[src/speed_fault_pkg.sv]
// shared constants and types for speed sensor fault and output control
package speed_fault_pkg;
    localparam int unsigned CLK_NS = 100;
    // fault level must stand longer than this time
    localparam int unsigned FAULT_HOLD_NS = 1000000;
    localparam int unsigned FAULT_HOLD_CYCLES = FAULT_HOLD_NS / CLK_NS + 1;
    localparam int unsigned HOLD_W = 16;
    localparam int unsigned N_MON = 8;
    localparam int unsigned AMP_W = 12;
    localparam int unsigned PW_W = 12;
    localparam int unsigned RECAL_RATIO_SHIFT = 1;
    localparam int unsigned N_CHAN = 2;

    typedef enum logic [1:0] {
        LVL_LOW = 2'h0,
        LVL_HIGH = 2'h1,
        LVL_FAULT_HIGH = 2'h2,
        LVL_POWER_ON = 2'h3
    } out_level_t;

    typedef enum logic [2:0] {
        ST_RUN = 3'h1,
        ST_FAULT = 3'h2,
        ST_CTRL_RESET = 3'h4
    } fault_state_t;

    typedef struct packed {
        logic level;
        logic last_req;
        logic busy;
        logic [PW_W-1:0] count;
    } pulse_state_t;

    typedef struct packed {
        fault_state_t state;
        logic [HOLD_W-1:0] hold;
        logic clearable;
        out_level_t out_a;
        out_level_t out_b;
        logic ctrl_reset;
        logic recal;
        logic recal_cond;
    } fault_ctl_t;
endpackage : speed_fault_pkg

[src/speed_pulse_guard.sv]
// one output channel with pulse collision suppression
`timescale 1ns/10ps
`default_nettype none
module speed_pulse_guard (
    input wire logic clock_i,
    input wire logic resetn_i,
    input wire logic clear_i,
    input wire logic pulse_mode_i,
    input wire logic level_i,
    input wire logic [speed_fault_pkg::PW_W-1:0] width_i,
    output logic level_o
);
    speed_fault_pkg::pulse_state_t s;
    speed_fault_pkg::pulse_state_t next_s;

    always_comb begin
        next_s = s;
        next_s.last_req = level_i;
        if (clear_i) begin
            next_s = '0;
            next_s.last_req = level_i;
        end else if (!pulse_mode_i) begin
            next_s.level = level_i;
            next_s.busy = 1'b0;
            next_s.count = '0;
        end else if (s.busy) begin
            // requests seen while busy are dropped, not queued
            if (s.count <= 1) begin
                next_s.busy = 1'b0;
                next_s.level = 1'b0;
                next_s.count = '0;
            end else begin
                next_s.count = s.count - 1'b1;
            end
        end else if (level_i != s.last_req && width_i != '0) begin
            next_s.busy = 1'b1;
            next_s.level = 1'b1;
            next_s.count = width_i;
        end
    end

    always_ff @(posedge clock_i or negedge resetn_i) begin
        if (!resetn_i) begin
            s <= '0;
        end else begin
            s <= next_s;
        end
    end

    assign level_o = s.level;
endmodule : speed_pulse_guard
`default_nettype wire

[src/speed_fault_ctl.sv]
// fault reporting, recalibration trigger and output conditioning
// Summary of operation
// monitors flag defects, calculation errors and bad stimulus as fault events.
// any fault event moves both outputs from protocol signalling to fault level.
// every fault keeps outputs at fault level for a minimum hold period.
// a subset of monitors is marked clearable by controller reset.
// clearable faults pulse the controller reset only after the full hold.
// amplitude far above stored peaks after calibration triggers immediate recalibration.
// during an output pulse, new transitions are suppressed until width completes.
// collision suppression is active only in pulse protocols.
// fault level lasts longer than 1 ms; controller ignores shorter mid excursions.
// internal diagnostic faults drive both channels to the high fault range.
// undervoltage resets the block and shows the power-on level on outputs.
// hold period is a parameterised cycle counter gating the controller reset.
`timescale 1ns/10ps
`default_nettype none
module speed_fault_ctl #(
    parameter int unsigned HOLD_CYCLES = speed_fault_pkg::FAULT_HOLD_CYCLES
) (
    input wire logic clock_i,
    input wire logic resetn_i,
    input wire logic supply_lockout_threshold_i,
    input wire logic [speed_fault_pkg::N_MON-1:0] monitor_fault_i,
    input wire logic [speed_fault_pkg::N_MON-1:0] clearable_mask_i,
    input wire logic pulse_mode_i,
    input wire logic [speed_fault_pkg::N_CHAN-1:0] chan_level_i,
    input wire logic [speed_fault_pkg::PW_W-1:0] pulse_width_i,
    input wire logic calibrated_i,
    input wire logic [speed_fault_pkg::AMP_W-1:0] amplitude_i,
    input wire logic [speed_fault_pkg::AMP_W-1:0] stored_peak_i,
    output logic [1:0] out_a_o,
    output logic [1:0] out_b_o,
    output logic ctrl_reset_o,
    output logic recal_o
);
    localparam logic [speed_fault_pkg::HOLD_W-1:0] HOLD_LAST =
        speed_fault_pkg::HOLD_W'(HOLD_CYCLES - 1);

    speed_fault_pkg::fault_ctl_t s;
    speed_fault_pkg::fault_ctl_t next_s;
    logic [speed_fault_pkg::N_CHAN-1:0] guarded;
    logic any_fault;
    logic clear_hit;
    logic big_signal;
    logic [speed_fault_pkg::AMP_W:0] peak_limit;

    // channel guards are cleared with the lockout so no pulse survives it
    genvar ch;
    generate
        for (ch = 0; ch < speed_fault_pkg::N_CHAN; ch++) begin : g_chan
            speed_pulse_guard u_guard (
                .clock_i(clock_i),
                .resetn_i(resetn_i),
                .clear_i(supply_lockout_threshold_i),
                .pulse_mode_i(pulse_mode_i),
                .level_i(chan_level_i[ch]),
                .width_i(pulse_width_i),
                .level_o(guarded[ch])
            );
        end
    endgenerate

    assign any_fault = |monitor_fault_i;
    assign clear_hit = |(monitor_fault_i & clearable_mask_i);
    assign peak_limit = {1'b0, stored_peak_i} << speed_fault_pkg::RECAL_RATIO_SHIFT;
    assign big_signal = calibrated_i && ({1'b0, amplitude_i} > peak_limit);

    always_comb begin
        next_s = s;
        next_s.ctrl_reset = 1'b0;
        next_s.recal = 1'b0;
        next_s.recal_cond = big_signal;
        // one request per excursion, not one per cycle
        if (big_signal && !s.recal_cond) begin
            next_s.recal = 1'b1;
        end
        case (s.state)
            speed_fault_pkg::ST_RUN: begin
                if (any_fault) begin
                    next_s.state = speed_fault_pkg::ST_FAULT;
                    next_s.hold = '0;
                    next_s.clearable = clear_hit;
                end
            end
            speed_fault_pkg::ST_FAULT: begin
                // a clearable hit late in the hold is still honoured
                next_s.clearable = s.clearable | clear_hit;
                if (s.hold != HOLD_LAST) begin
                    next_s.hold = s.hold + 1'b1;
                end else if (s.clearable | clear_hit) begin
                    next_s.state = speed_fault_pkg::ST_CTRL_RESET;
                    next_s.ctrl_reset = 1'b1;
                end else if (!any_fault) begin
                    next_s.state = speed_fault_pkg::ST_RUN;
                end
            end
            speed_fault_pkg::ST_CTRL_RESET: begin
                next_s.clearable = 1'b0;
                next_s.hold = '0;
                next_s.state = speed_fault_pkg::ST_RUN;
            end
            default: begin
                next_s.state = speed_fault_pkg::ST_RUN;
            end
        endcase
        if (next_s.state == speed_fault_pkg::ST_RUN) begin
            next_s.out_a = guarded[0] ? speed_fault_pkg::LVL_HIGH : speed_fault_pkg::LVL_LOW;
            next_s.out_b = guarded[1] ? speed_fault_pkg::LVL_HIGH : speed_fault_pkg::LVL_LOW;
        end else begin
            next_s.out_a = speed_fault_pkg::LVL_FAULT_HIGH;
            next_s.out_b = speed_fault_pkg::LVL_FAULT_HIGH;
        end
        if (supply_lockout_threshold_i) begin
            next_s = '0;
            next_s.state = speed_fault_pkg::ST_RUN;
            next_s.out_a = speed_fault_pkg::LVL_POWER_ON;
            next_s.out_b = speed_fault_pkg::LVL_POWER_ON;
        end
    end

    always_ff @(posedge clock_i or negedge resetn_i) begin
        if (!resetn_i) begin
            s <= '0;
            s.state <= speed_fault_pkg::ST_RUN;
            s.out_a <= speed_fault_pkg::LVL_POWER_ON;
            s.out_b <= speed_fault_pkg::LVL_POWER_ON;
        end else begin
            s <= next_s;
        end
    end

    assign out_a_o = s.out_a;
    assign out_b_o = s.out_b;
    assign ctrl_reset_o = s.ctrl_reset;
    assign recal_o = s.recal;
endmodule : speed_fault_ctl
`default_nettype wire

[config.mk]
export PLATFORM = sky130hd
export DESIGN_NAME = speed_fault_ctl
export DESIGN_NICKNAME = d
export VERILOG_FILES = /design/src/speed_fault_pkg.sv /design/src/speed_pulse_guard.sv /design/src/speed_fault_ctl.sv
export SDC_FILE = /design/constraint.sdc
export NUM_CORES = 1
export LEC_CHECK = 0
export CAP_MARGIN = 20
export CORE_AREA = 3 3 95 97
export CTS_CLUSTER_SIZE = 8
export DETAILED_ROUTE_END_ITERATION = 10
export DIE_AREA = 0 0 98 100
export DONT_BUFFER_PORTS = 1
export GPL_ROUTABILITY_DRIVEN = 1
export GPL_TIMING_DRIVEN = 0
export PLACE_DENSITY = 0.72
export SKIP_LAST_GASP = 1
export SYNTH_ARGS = -nofsm -noshare
export SYNTH_HDL_FRONTEND = slang
export SYNTH_HIERARCHICAL = 1
export SYNTH_SLANG_ARGS = --single-unit
[constraint.sdc]
create_clock -name clock_i -period 4.1 [get_ports clock_i]
set_input_delay 0.82 -clock clock_i [delete_from_list [all_inputs] [get_ports clock_i]]
set_output_delay 0.82 -clock clock_i [all_outputs]
set_load 0.005 [all_outputs]
==> metrics.csv <==
stage,metric,value,unit
sta,setup_viol,0,
finish,finish.utilization,50.6,%
floorplan,die_area,9800,µm²
clock_tree,cts.clk_slew.worst_paths,0.11,ns
sta,final.setup_skew,0.00791,ns
sta,rsz0062_at_grt,false,
critical_path,cpPeakStageDelay,0.81,ns
sta,fin_tns_setup,0,ns
clock_tree,cts_resized,0,
sta,period_share,62.4,%
critical_path,start_kind,primary input,
floorplan,fp.coreArea,8220,µm²
critical_path,crit_top_cell,o21ai_0,
pwr,peakVddDrop,178,µV
finish,final_common_cell,dfrtp_1,
drt,ant_nets,0,
synthesis,yosysUniqueCellTypes,63,
finish,finalNetCount,518,
finish,n_antenna_cell,0,
floorplan,dieHeight,100,µm
synthesis,synthArstFlopShare,100,%
clock_tree,clock_latency,0.32,ns
critical_path,crit_required,4.27,ns
place,portBuffers,0,
sta,tightest_slew,0.876,ns
flow_run,drv_cap,0,
finish,area_growth_syn_to_layout,5.63,%
finish,most-common-layout-cells,"dfrtp_1, nor2_1, inv_1",
drt,wl_per_cell,18.4,µm
synthesis,ys_seq_elements,56,
sta,slew_headroom,41.0,%
drt,routed-via-count,3599,
place,dpl_cell_area,4070,µm²
global_routing,grt_usage,20.8,%
drt,avgViaCountPerCell,6.57,
critical_path,r2r_setup_slack,1.84,ns
global_routing,grt_pass1_wl,16.9,mm
floorplan,initial_core_util,47.9,%
floorplan,die_width,98,µm
clock_tree,cts-hold-fix-buffers,0,
clock_tree,cts.sinks,56,
synthesis,yosys_most_used_dff,dfrtp_1,
critical_path,arrival,2.73,ns
synthesis,synth_area_per_cell,9.04,µm²
finish,drive_gt1_share,11.7,%
clock_tree,cts_tree,done,
synthesis,yosys_warnings,6,
synthesis,syn_area,3930,µm²
critical_path,crit_chain,"nor4_1, a31oi_1, o21ai_0, o21ai_0",
clock_tree,clockBufferDepth,2,
critical_path,crit_type,in -> reg,
global_routing,grt_pass1_vias,3524,
clock_tree,cts_max_level,2,
pwr,p_leak,1.82,nW
synthesis,synth_edf_count,0,
finish,final_area,4160,µm²
drt,drt-initial-drc-count,188,
pwr,finalPower,1.27,mW
outcome,run_status,finished clean,
place,placedCellCount,540,
hold_path,hold_path_class,in -> async,
drt,drt_pass1_iterations,5,
finish,final_cells,548,
critical_path,worst-path-max-fanout,9,
drt,wl,10.1,mm
global_routing,grt_max_degree,57,
sta,hold_viol_final,0,
clock_tree,cts_buffers,5,
global_routing,antenna_found_initial,0,
synthesis,syn-num-nets,511,
place,gp_congestion,0.911,
critical_path,critPathSlowestCell,o21ai_0,
floorplan,io_pins,65,
global_routing,grt.overflow.total,0,
synthesis,synthCells,435,
critical_path,endpoint_kind,register,
clock_tree,root_buffer,clkbuf_8,
clock_tree,postCtsSetupRepairBufs,0,
pwr,p_per_area,306,nW/µm²
sta,max_freq,0.391,GHz
sta,layout_min_cycle_time,2.56,ns
floorplan,rows,33,
sta,maxSlewViolCount,0,
synthesis,yosysSeqAreaShare,35.8,%
drt,drc_errors,0,
place,place_hpwl,7.37,mm
cell type report:
type	count	area, µm²
multi-input cells	331	2300
inverters	24	90.1
fillers	763	4060
flip-flops and latches	56	1410
well taps	105	131
clock inverters	3	21.3
clock buffers	5	68.8
plain buffers	24	133
power by group:
| part | total [mW] | internal (mW) | switching, mW |
|---|---|---|---|
| clock | 0.325 | 0.122 | 0.202 |
| combinational | 0.328 | 0.138 | 0.190 |
| sequential | 0.619 | 0.586 | 0.0323 |
| total | 1.27 | 0.847 | 0.425 |
cell families after synthesis:
| family | count (synthesis) | share of synthesized area (%) |
|---|---|---|
| DFF | 56 | 35.8 |
| buffers and inverters | 48 | 5.66 |
| xor gates and xnor gates | 4 | 0.891 |
| AOI/OAI and AO/OA | 141 | 26.2 |
| adders and majority gates | 17 | 5.41 |
| and+or+nand+nor | 169 | 26.1 |
sequential cells by signal, summed over array words and instances (netlist names):
register                count
ctrl_reset_o                1
g_chan.u_guard/level_o      2
g_chan.u_guard/s           28
out_a_o                     2
out_b_o                     1
recal_o                     1
s                          21
layer usage:
| metal | wire length (µm) | share of wire (%) | vias to the layer above | GRT usage (%) |
|---|---|---|---|---|
| met1 | 4310 | 43 | 1731 | 28.4 |
| met4 | 149 | 1.5 | 0 | 5.64 |
| li1 | - | - | 1708 | - |
| met5 | 0 | 0 | - | 0 |
| met3 | 814 | 8.1 | 17 | 5.00 |
| met2 | 4790 | 48 | 143 | 33.5 |
synth_stat cells, types with 6 or more instances:
cell type  instances  share of area, %
o2bb2ai_1         13               2.9
nand3_1           14               1.8
inv_1             24               2.3
nand2_1           22               2.1
a31oi_1            7               1.1
dfrtp_1           52                33
o21ai_0           15               1.9
a22oi_1           14               2.7
o31ai_1            9               1.7
or4_1              6               1.1
o22ai_1            9               1.4
nor2_1            31               3.0
a21o_1             8               1.5
nor4_1            19               3.0
a21oi_1           15               1.9
buf_2              7              0.89
or3_1              7               1.1
nor3_1            15               1.9
clkbuf_1          10              0.95
a32oi_1            6               1.3
o21ai_1           10               1.3
ha_1              17               5.4
a221o_1            8               2.0
path summary, 6_finish.rpt:
check                                            start                     end  depth (start not counted)
min in group clock_i                              s[0]                 recal_o                          2
worst min-delay path                          resetn_i                   s[18]                          0
max in group asynchronous                     resetn_i              out_a_o[1]                          0
worst max-delay path                  pulse_width_i[5]  g_chan[0].u_guard/s[7]                          4
worst min register to register                    s[0]                 recal_o                          2
worst max register to register  g_chan[0].u_guard/s[0]  g_chan[0].u_guard/s[6]                          7
critical path, delay by kind of cell:
family,cells,cell delay (ns)
AOI/OAI and AO/OA,3,1.44
and+or+nand+nor,1,0.46
stage by stage:
step | hold WS (ns) | setup WS [ns]
3_5_place_dp | 0.477 | 1.34
4_1_cts | 0.166 | 1.65
2_1_floorplan | 0.449 | 1.88
3_3_place_gp | 0.466 | 1.36
6_report | 0.173 | 1.54
5_1_grt | 0.154 | 1.38
Note: power is estimated with default switching activity, not from simulation.
